$ cat config.mk
export PLATFORM = sky130hd
export DESIGN_NAME = i2c_master_receive
export DESIGN_NICKNAME = d
export VERILOG_FILES = /design/src/rtl/i2c_rx_pkg.sv /design/src/rtl/pin_sync.sv /design/src/rtl/rate_counter.sv /design/src/rtl/i2c_master_receive.sv
export VERILOG_INCLUDE_DIRS = /design/src /design/src/rtl
export SDC_FILE = /design/constraint.sdc
export NUM_CORES = 1
export LEC_CHECK = 0
export BUFFER_PORTS_ARGS = -buffer_cell sky130_fd_sc_hd__clkbuf_2
export CAP_MARGIN = 25
export CORE_MARGIN = 5
export CORE_UTILIZATION = 53
export DETAILED_ROUTE_END_ITERATION = 7
export PLACE_DENSITY = 0.79
export SLEW_MARGIN = 5
export SYNTH_ARGS = -nofsm -noshare
export SYNTH_HDL_FRONTEND = slang
export SYNTH_HIERARCHICAL = 1
export SYNTH_SLANG_ARGS = --single-unit
$ cat constraint.sdc
create_clock -name clk_sys -period 2.7 [get_ports clk_sys]
set_input_delay 0.54 -clock clk_sys [delete_from_list [all_inputs] [get_ports clk_sys]]
set_output_delay 0.54 -clock clk_sys [all_outputs]
set_load 0.01 [all_outputs]
$ cat src/rtl/i2c_rx_regs.svh
// register offsets, field positions, reset values and timing counts
// assumes a 100 MHz system clock and an AXI4-Lite word-aligned map
//
// Overview of operation
// - receive start bit starts one-byte reception
// - start ignored unless port idle
// - counter rollover toggles clock, shifts data
// - eighth falling edge: load buffer, flags
// - byte end: stop counter, clock low, idle
// - buffer read clears buffer full flag
// - acknowledge sequence start after received byte
// - buffer full set on every received byte
// - overflow when byte lands, buffer full
// - buffer write during shifting sets collision
// - counter holds until clock sampled high
// - reload counter while released clock seen low
// - receive during sleep, wake on byte if irq mask bit set
// - reset disables port, aborts transfer
`ifndef I2C_RX_REGS_SVH
`define I2C_RX_REGS_SVH
`define OFS_CONTROL_ONE   4'h0
`define OFS_CONTROL_TWO   4'h4
`define OFS_RATE          4'h8
`define OFS_BUFFER        4'hc
`define OFS_STATUS        5'h10
`define OFS_MASK          5'h14
`define BIT_ENABLE        0
`define BIT_RECEIVE_START 3
`define BIT_ACK_START     4
`define BIT_ACK_VALUE     5
`define BIT_SLEEP         6
`define ST_BUFFER_FULL    0
`define ST_SERIAL_IRQ     1
`define ST_OVERFLOW       2
`define ST_COLLISION      3
`define RATE_RESET        7'h09
`define EDGES_PER_BYTE    4'h8
`endif

$ cat src/rtl/i2c_rx_pkg.sv
// types shared by the receive path files
// assumes nothing beyond the tool's SystemVerilog support
package i2c_rx_pkg;
  typedef enum logic [2:0] {
    ST_IDLE    = 3'b000,
    ST_RX_LOW  = 3'b001,
    ST_RX_HIGH = 3'b010,
    ST_ACK_LOW = 3'b011,
    ST_ACK_HI  = 3'b100,
    ST_ACK_END = 3'b101
  } port_state_e;
  typedef struct packed {
    logic       full;
    logic       irq;
    logic       overflow;
    logic       collision;
  } status_s;
endpackage

$ cat src/rtl/pin_sync.sv
// two-stage synchroniser for a level from outside the clock domain
// assumes clk_sys domain, synchronous active-high reset
`timescale 1ns/100ps
`default_nettype none
module pin_sync (
  input  wire logic clk_sys,
  input  wire logic sys_rst,
  input  wire logic pinIn,
  output var  logic pinSync
);
  logic firstStage;
  // first stage read only by the second
  always_ff @(posedge clk_sys) begin
    if (sys_rst) begin
      firstStage <= 1'b1;
      pinSync    <= 1'b1;
    end else begin
      firstStage <= pinIn;
      pinSync    <= firstStage;
    end
  end
endmodule
`default_nettype wire

$ cat src/rtl/rate_counter.sv
// reload-based rate counter with hold and rollover pulse
// assumes clk_sys domain; reload value comes from software
`timescale 1ns/100ps
`default_nettype none
module rate_counter (
  input  wire logic       clk_sys,
  input  wire logic       sys_rst,
  input  wire logic       run,
  input  wire logic       reload,
  input  wire logic [6:0] reloadValue,
  output var  logic       rollover
);
  logic [6:0] count;
  // counts down; rollover at zero then reloads
  always_ff @(posedge clk_sys) begin
    if (sys_rst || reload || !run) begin
      count    <= reloadValue;
      rollover <= 1'b0;
    end else if (count == 7'h00) begin
      count    <= reloadValue;
      rollover <= 1'b1;
    end else begin
      count    <= count - 7'h01;
      rollover <= 1'b0;
    end
  end
endmodule
`default_nettype wire

$ cat src/rtl/i2c_master_receive.sv
// master receive path of a two-wire port with AXI4-Lite registers
// assumes 100 MHz clk_sys, pins are open drain with external pull-ups
//
// Design decisions made here: the address map and the AXI4-Lite register port.
`include "i2c_rx_regs.svh"
`timescale 1ns/100ps
`default_nettype none
module i2c_master_receive (
  input  wire logic        clk_sys,
  input  wire logic        sys_rst,
  input  wire logic [4:0]  s_axi_awaddr,
  input  wire logic        s_axi_awvalid,
  output var  logic        s_axi_awready,
  input  wire logic [31:0] s_axi_wdata,
  input  wire logic [3:0]  s_axi_wstrb,
  input  wire logic        s_axi_wvalid,
  output var  logic        s_axi_wready,
  output var  logic [1:0]  s_axi_bresp,
  output var  logic        s_axi_bvalid,
  input  wire logic        s_axi_bready,
  input  wire logic [4:0]  s_axi_araddr,
  input  wire logic        s_axi_arvalid,
  output var  logic        s_axi_arready,
  output var  logic [31:0] s_axi_rdata,
  output var  logic [1:0]  s_axi_rresp,
  output var  logic        s_axi_rvalid,
  input  wire logic        s_axi_rready,
  input  wire logic        sclIn,
  output var  logic        sclOut,
  output var  logic        sclOe_n,
  input  wire logic        sdaIn,
  output var  logic        sdaOut,
  output var  logic        sdaOe_n,
  output var  logic        irq,
  output var  logic        wakeUp
);
  // ------------------------------------------------------------
  // state and registers
  // ------------------------------------------------------------
  i2c_rx_pkg::port_state_e state;
  i2c_rx_pkg::status_s     status;
  i2c_rx_pkg::status_s     mask;
  logic       portEnable;
  logic       receiveStart;
  logic       ackStart;
  logic       ackValue;
  logic       sleepMode;
  logic [6:0] rateReload;
  logic [7:0] serialBuffer;
  logic [7:0] shiftIn;
  logic [3:0] bitCount;
  logic       sclDrive;
  logic       sclSync;
  logic       sdaSync;
  logic       sclHeld;
  logic       rollover;
  logic       counterRun;
  logic       counterReload;
  logic       byteDone;
  logic       bufWrite;
  logic       bufRead;
  logic       ctlTwoWrite;
  logic       haveAw;
  logic       haveW;
  logic [4:0] wrAddr;
  logic [31:0] wrData;
  logic [3:0] wrStrb;
  logic       doWrite;

  // ------------------------------------------------------------
  // pin synchronisers
  // ------------------------------------------------------------
  pin_sync u_scl_sync (
    .clk_sys (clk_sys),
    .sys_rst (sys_rst),
    .pinIn   (sclIn),
    .pinSync (sclSync)
  );
  pin_sync u_sda_sync (
    .clk_sys (clk_sys),
    .sys_rst (sys_rst),
    .pinIn   (sdaIn),
    .pinSync (sdaSync)
  );

  // ------------------------------------------------------------
  // rate counter with clock arbitration
  // ------------------------------------------------------------
  // released clock waits for the line to be seen high
  assign sclHeld = sclDrive && !sclSync;
  assign counterRun = (state != i2c_rx_pkg::ST_IDLE) && !sclHeld;
  // reload on every cycle that the released line is still seen low
  assign counterReload = sclDrive && sclHeld;
  rate_counter u_rate (
    .clk_sys     (clk_sys),
    .sys_rst     (sys_rst),
    .run         (counterRun),
    .reload      (counterReload),
    .reloadValue (rateReload),
    .rollover    (rollover)
  );

  // ------------------------------------------------------------
  // AXI4-Lite write channel
  // ------------------------------------------------------------
  assign doWrite = haveAw && haveW && !s_axi_bvalid;
  // capture address and data in either order
  always_ff @(posedge clk_sys) begin
    if (sys_rst) begin
      haveAw        <= 1'b0;
      haveW         <= 1'b0;
      wrAddr        <= 5'h00;
      wrData        <= 32'h0000_0000;
      wrStrb        <= 4'h0;
      s_axi_awready <= 1'b0;
      s_axi_wready  <= 1'b0;
      s_axi_bvalid  <= 1'b0;
      s_axi_bresp   <= 2'b00;
    end else begin
      s_axi_awready <= !haveAw && !s_axi_awready && s_axi_awvalid;
      s_axi_wready  <= !haveW && !s_axi_wready && s_axi_wvalid;
      if (s_axi_awvalid && s_axi_awready) begin
        haveAw <= 1'b1;
        wrAddr <= s_axi_awaddr;
      end
      if (s_axi_wvalid && s_axi_wready) begin
        haveW  <= 1'b1;
        wrData <= s_axi_wdata;
        wrStrb <= s_axi_wstrb;
      end
      if (doWrite) begin
        haveAw       <= 1'b0;
        haveW        <= 1'b0;
        s_axi_bvalid <= 1'b1;
        s_axi_bresp  <= (wrAddr[1:0] == 2'b00 && wrAddr <= `OFS_MASK)
                        ? 2'b00 : 2'b10;
      end else if (s_axi_bready) begin
        s_axi_bvalid <= 1'b0;
      end
    end
  end

  assign bufWrite = doWrite && wrStrb[0] && wrAddr == {1'b0, `OFS_BUFFER};
  assign ctlTwoWrite = doWrite && wrStrb[0]
                       && wrAddr == {1'b0, `OFS_CONTROL_TWO};

  // ------------------------------------------------------------
  // AXI4-Lite read channel
  // ------------------------------------------------------------
  // one-cycle read answer; buffer read is the clearing event
  always_ff @(posedge clk_sys) begin
    if (sys_rst) begin
      s_axi_arready <= 1'b0;
      s_axi_rvalid  <= 1'b0;
      s_axi_rdata   <= 32'h0000_0000;
      s_axi_rresp   <= 2'b00;
    end else begin
      s_axi_arready <= !s_axi_arready && !s_axi_rvalid && s_axi_arvalid;
      if (s_axi_arvalid && s_axi_arready) begin
        s_axi_rvalid <= 1'b1;
        s_axi_rresp  <= 2'b00;
        case (s_axi_araddr)
          {1'b0, `OFS_CONTROL_ONE}: begin
            s_axi_rdata <= {31'h0, portEnable};
          end
          {1'b0, `OFS_CONTROL_TWO}: begin
            s_axi_rdata <= {25'h0, sleepMode, ackValue, ackStart,
                            receiveStart, 3'h0};
          end
          {1'b0, `OFS_RATE}: begin
            s_axi_rdata <= {25'h0, rateReload};
          end
          {1'b0, `OFS_BUFFER}: begin
            s_axi_rdata <= {24'h0, serialBuffer};
          end
          `OFS_STATUS: begin
            s_axi_rdata <= {28'h0, status.collision, status.overflow,
                            status.irq, status.full};
          end
          `OFS_MASK: begin
            s_axi_rdata <= {28'h0, mask.collision, mask.overflow,
                            mask.irq, mask.full};
          end
          default: begin
            s_axi_rdata <= 32'h0000_0000;
            s_axi_rresp <= 2'b10;
          end
        endcase
      end else if (s_axi_rready) begin
        s_axi_rvalid <= 1'b0;
      end
    end
  end
  assign bufRead = s_axi_arvalid && s_axi_arready
                   && s_axi_araddr == {1'b0, `OFS_BUFFER};

  // ------------------------------------------------------------
  // control registers
  // ------------------------------------------------------------
  // software control; hardware clears start bits at sequence end
  always_ff @(posedge clk_sys) begin
    if (sys_rst) begin
      portEnable   <= 1'b0;
      receiveStart <= 1'b0;
      ackStart     <= 1'b0;
      ackValue     <= 1'b0;
      sleepMode    <= 1'b0;
      rateReload   <= `RATE_RESET;
      mask         <= '0;
    end else begin
      if (doWrite && wrStrb[0] && wrAddr == {1'b0, `OFS_CONTROL_ONE}) begin
        portEnable <= wrData[`BIT_ENABLE];
      end
      if (doWrite && wrStrb[0] && wrAddr == {1'b0, `OFS_RATE}) begin
        rateReload <= wrData[6:0];
      end
      if (doWrite && wrStrb[0] && wrAddr == `OFS_MASK) begin
        mask <= {wrData[0], wrData[1], wrData[2], wrData[3]};
      end
      if (ctlTwoWrite) begin
        ackValue  <= wrData[`BIT_ACK_VALUE];
        sleepMode <= wrData[`BIT_SLEEP];
      end
      // start accepted only while enabled and idle
      if (ctlTwoWrite && portEnable && state == i2c_rx_pkg::ST_IDLE
          && !receiveStart && !ackStart) begin
        receiveStart <= wrData[`BIT_RECEIVE_START];
        ackStart     <= wrData[`BIT_ACK_START]
                        && !wrData[`BIT_RECEIVE_START];
      end else begin
        if (byteDone) begin
          receiveStart <= 1'b0;
        end
        if (state == i2c_rx_pkg::ST_ACK_END && rollover) begin
          ackStart <= 1'b0;
        end
      end
      if (!portEnable) begin
        receiveStart <= 1'b0;
        ackStart     <= 1'b0;
      end
    end
  end

  // ------------------------------------------------------------
  // receive and acknowledge sequencer
  // ------------------------------------------------------------
  // eighth sample: the rollover that drops the clock after bit seven
  assign byteDone = state == i2c_rx_pkg::ST_RX_HIGH && rollover
                    && bitCount == (`EDGES_PER_BYTE - 4'h1);
  // each rollover toggles the clock line, except in ST_ACK_END, where it releases sda
  always_ff @(posedge clk_sys) begin
    if (sys_rst || !portEnable) begin
      state    <= i2c_rx_pkg::ST_IDLE;
      sclDrive <= 1'b1;
      sdaOut   <= 1'b1;
      shiftIn  <= 8'h00;
      bitCount <= 4'h0;
    end else begin
      case (state)
        i2c_rx_pkg::ST_IDLE: begin
          sdaOut <= 1'b1;
          if (receiveStart) begin
            state    <= i2c_rx_pkg::ST_RX_LOW;
            bitCount <= 4'h0;
            sclDrive <= 1'b0;
          end else if (ackStart) begin
            state    <= i2c_rx_pkg::ST_ACK_LOW;
            sclDrive <= 1'b0;
            sdaOut   <= ackValue;
          end
        end
        i2c_rx_pkg::ST_RX_LOW: begin
          if (rollover) begin
            sclDrive <= 1'b1;
            state    <= i2c_rx_pkg::ST_RX_HIGH;
          end
        end
        i2c_rx_pkg::ST_RX_HIGH: begin
          if (rollover) begin
            // sample sda while clock high, msb first
            shiftIn  <= {shiftIn[6:0], sdaSync};
            bitCount <= bitCount + 4'h1;
            sclDrive <= 1'b0;
            if (bitCount + 4'h1 == `EDGES_PER_BYTE) begin
              state <= i2c_rx_pkg::ST_IDLE;
            end else begin
              state <= i2c_rx_pkg::ST_RX_LOW;
            end
          end
        end
        i2c_rx_pkg::ST_ACK_LOW: begin
          if (rollover) begin
            sclDrive <= 1'b1;
            state    <= i2c_rx_pkg::ST_ACK_HI;
          end
        end
        i2c_rx_pkg::ST_ACK_HI: begin
          if (rollover) begin
            sclDrive <= 1'b0;
            state    <= i2c_rx_pkg::ST_ACK_END;
          end
        end
        i2c_rx_pkg::ST_ACK_END: begin
          if (rollover) begin
            sdaOut <= 1'b1;
            state  <= i2c_rx_pkg::ST_IDLE;
          end
        end
        default: begin
          state <= i2c_rx_pkg::ST_IDLE;
        end
      endcase
    end
  end

  // ------------------------------------------------------------
  // buffer and status flags
  // ------------------------------------------------------------
  // hardware set wins over software clear
  always_ff @(posedge clk_sys) begin
    if (sys_rst) begin
      serialBuffer <= 8'h00;
      status       <= '0;
    end else begin
      if (doWrite && wrAddr == `OFS_STATUS && wrStrb[0]) begin
        if (wrData[`ST_SERIAL_IRQ]) status.irq <= 1'b0;
        if (wrData[`ST_OVERFLOW]) status.overflow <= 1'b0;
        if (wrData[`ST_COLLISION]) status.collision <= 1'b0;
      end
      if (bufRead) begin
        status.full <= 1'b0;
      end
      if (bufWrite) begin
        if (state == i2c_rx_pkg::ST_RX_LOW
            || state == i2c_rx_pkg::ST_RX_HIGH) begin
          status.collision <= 1'b1;
        end else begin
          serialBuffer <= wrData[7:0];
        end
      end
      if (byteDone) begin
        serialBuffer <= {shiftIn[6:0], sdaSync};
        status.full  <= 1'b1;
        status.irq   <= 1'b1;
        if (status.full && !bufRead) begin
          status.overflow <= 1'b1;
        end
      end
    end
  end

  // ------------------------------------------------------------
  // pins and interrupt outputs
  // ------------------------------------------------------------
  // open drain: enable low while pulling low; wake in sleep mode
  always_ff @(posedge clk_sys) begin
    if (sys_rst) begin
      sclOut  <= 1'b0;
      sclOe_n <= 1'b1;
      sdaOe_n <= 1'b1;
      irq     <= 1'b0;
      wakeUp  <= 1'b0;
    end else begin
      sclOut  <= 1'b0;
      sclOe_n <= sclDrive;
      sdaOe_n <= sdaOut;
      irq     <= |(status & mask);
      wakeUp  <= sleepMode && status.irq && mask.irq;
    end
  end
endmodule
`default_nettype wire

==> results.yml <==
grt:
  grt_util_met3: 0.0481
  grt_use_met2: 0.294
  grt.busiest_layer: "met2"
  grt_use_total: 0.185
  grt_pass1_wl_mm: 14.8
  grt_max_degree: 43
  antenna_found_initial: 0
  first_global_vias: 3111
  grt_use_met1: 0.238
  grt.overflow.total: 0
drt:
  via_per_inst: 5.54
  ant_nets: 0
  via_count: 3346
  wl_per_cell_um: 14.8
  wirelength_mm: 8.96
  initialDrtViolationCount: 235
  route.detailed.drc: 0
  firstDrtPassIters: 5
synth:
  yosys-top-cells-area: "dfxtp_1 (44%), mux2i_1 (5.7%), buf_4 (4.8%), nor2_1 (4.1%), a21oi_1 (3.8%)"
  synth.distinct_cells: 62
  synth_ff_type: "dfxtp_1"
  synth_top_area_share: 0.435
  synthesis.area_um2: 4190
  syn_inst: 464
  ys_top_cells_by_count: "dfxtp_1 (91), nor2_1 (46), nand2_1 (41)"
  synth_edf_count: 0
  yosysWarnings: 6
  synth_seq_cells: 91
  avgSynthCellArea_um2: 9.02
  post-synth-top-area-cell: "dfxtp_1"
  yosysMostFrequentCell: "dfxtp_1"
  synth.yosys.seq_area_share: 0.435
  synth-async-reset-ratio: 0
sta:
  slew_headroom: 0.397
  period_share: 0.728
  tns_ns: 0
  fin_worst_skew_ns: 0.00705
  max_freq_mhz: 508
  setup_viol: 0
  setup_slack_ns: 0.733
  tightest_slew_ns: 0.898
  rsz0062_at_grt: "no"
  final-hold-violation-count: 0
  final-max-slew-violation-count: 0
  min_period_ns: 1.97
cells_and_area:
  finalInstanceArea_um2: 4540
  drive_gt1_frac: 0.173
  num_antenna_cells: 0
  fin_cells: 604
  fin_util: 0.587
  nets: 557
  areaGrowthSynthToFinish_pct: 8.40
  fill_cells: 682
setup_path:
  crit_end: "serialBuffer[6]"
  crit_fanout: 8
  reg2regPathDepth: 4
  r2r-end: "serialBuffer[6]"
  worstPathCellList: "nand4b_4 > nor3_1 > nand3_1 > a311oi_1"
  worstSetupPathType: "reg -> reg"
  cp_slowest_stage_delay_ns: 0.72
  end_kind: "flop"
  critical_path.top_delay_family: "simple AND/OR/NAND/NOR gates"
  critPathArrivalTime_ns: 2.22
  crit_path_start: "haveW"
  path_buf_inv: 0
  start_kind: "flop"
  cp_slowest_cell: "nor3_1"
  crit_cells: 4
  cp.required_ns: 2.95
  r2r_setup_slack_ns: 0.73
  r2r-start: "haveW"
clock_network:
  cts_setup_buffers: 0
  clk_latency_ns: 0.35
  cts_max_level: 3
  cts_tree: "yes"
  cts_buffers: 9
  clkTransAtPathRegs_ns: 0.08
  root_buffer: "clkbuf_8"
  cts_resized: 0
  clock_sinks: 91
  ctsHoldBuffers: 0
  cts.path.max_buffers: 2
pwr:
  powerDensity_nw_per_um2: 508
  vdd_drop_max_v: 0.000320
  power.leakage_nw: 1.73
place:
  place.gp.congestion: 0.818
  place_ws_ns: 0.782
  portBuffers: 47
  dpl_cell_area_um2: 4370
  dpl.hpwl_mm: 6.58
  numPlacedInstances: 590
run:
  drv_cap: 0
die:
  core_area_um2: 7730
  rows: 32
  die-area_um2: 9780
  initial_core_util: 0.542
  die_w_um: 98.9
  dieHeight_um: 98.9
  io_pins: 102
run_status:
  outcome: "complete, no violations"
hold_path:
  hp-class: "in -> reg"
## worst min-delay path by stage
stage / from / to / cells after the start
5_1_grt: sclIn / u_scl_sync/firstStage / 2
2_1_floorplan: u_scl_sync/firstStage / u_scl_sync/pinSync / 1
3_3_place_gp: u_scl_sync/firstStage / u_scl_sync/pinSync / 1
6_report: sclIn / u_scl_sync/firstStage / 2
4_1_cts: sclIn / u_scl_sync/firstStage / 2
3_5_place_dp: u_scl_sync/firstStage / u_scl_sync/pinSync / 1
## layer usage
layer	part of all wire	vias to the layer above
met3	0.059	27
met2	0.47	104
met1	0.44	1552
met4	0.032	0
met5	0	-
li1	-	1663
## registers in the layout, indices dropped and copies added, names as in the netlist, 3 cells and up
| signal | count |
|---|---|
| wrAddr | 5 |
| serialBuffer | 8 |
| s_axi_rdata | 8 |
| rateReload | 7 |
| bitCount | 4 |
| status | 4 |
| u_rate/count | 7 |
| wrData | 8 |
| mask | 4 |
| shiftIn | 7 |
| state | 3 |
## final cells by class
| class | count | area, um^2 | area share |
|---|---|---|---|
| inverters | 9 | 33.8 | 0.00744 |
| clock inverters | 2 | 12.5 | 0.00276 |
| well taps | 102 | 128 | 0.0281 |
| flip-flops and latches | 91 | 1820 | 0.401 |
| repair buffers | 51 | 265 | 0.0585 |
| clock buffers | 12 | 155 | 0.0342 |
| multi-input cells | 337 | 2120 | 0.468 |
## metrics by stage
step	hold WS, ns	total power, mW
6_report	0.357	2.30
3_3_place_gp	0.399	1.52
4_1_cts	0.346	2.32
5_1_grt	0.353	2.41
2_1_floorplan	0.385	1.51
3_5_place_dp	0.396	1.52
## power breakdown
part / switching [mW] / internal [mW]
Sequential: 0.0195 / 1.36
Combinational: 0.0755 / 0.0391
Clock: 0.441 / 0.374
Total: 0.536 / 1.77
## logic make-up (layout without fill, tap and decap cells)
| family | count (synthesis) | count (layout) | synth area share |
|---|---|---|---|
| AOI/OAI and AO/OA | 102 | 102 | 0.164 |
| and+or+nand+nor | 167 | 167 | 0.214 |
| buffers and inverters | 62 | 74 | 0.0813 |
| DFF | 91 | 91 | 0.435 |
| adders and majority gates | 3 | 3 | 0.00897 |
| muxes | 34 | 34 | 0.0879 |
| xor gates and xnor gates | 4 | 4 | 0.00837 |
| other | 1 | 27 | 0.000896 |
## worst reg2reg max path: cells and delay by family (launching register included)
kind            cells  cell delay (ns)
flops               1             0.45
compound gates      1             0.34
simple gates        3             1.08
## placed cells by master (no fill, tap or decap), drive strengths merged, types with 9 or more instances in the layout
master	count
clkbuf	59
conb	27
inv	9
mux2i	24
nand2	41
nor3	10
dfxtp	91
o21ai	18
nor2	46
nand3	17
mux2	10
a21oi	34
Note: power is estimated with default switching activity, not from simulation.
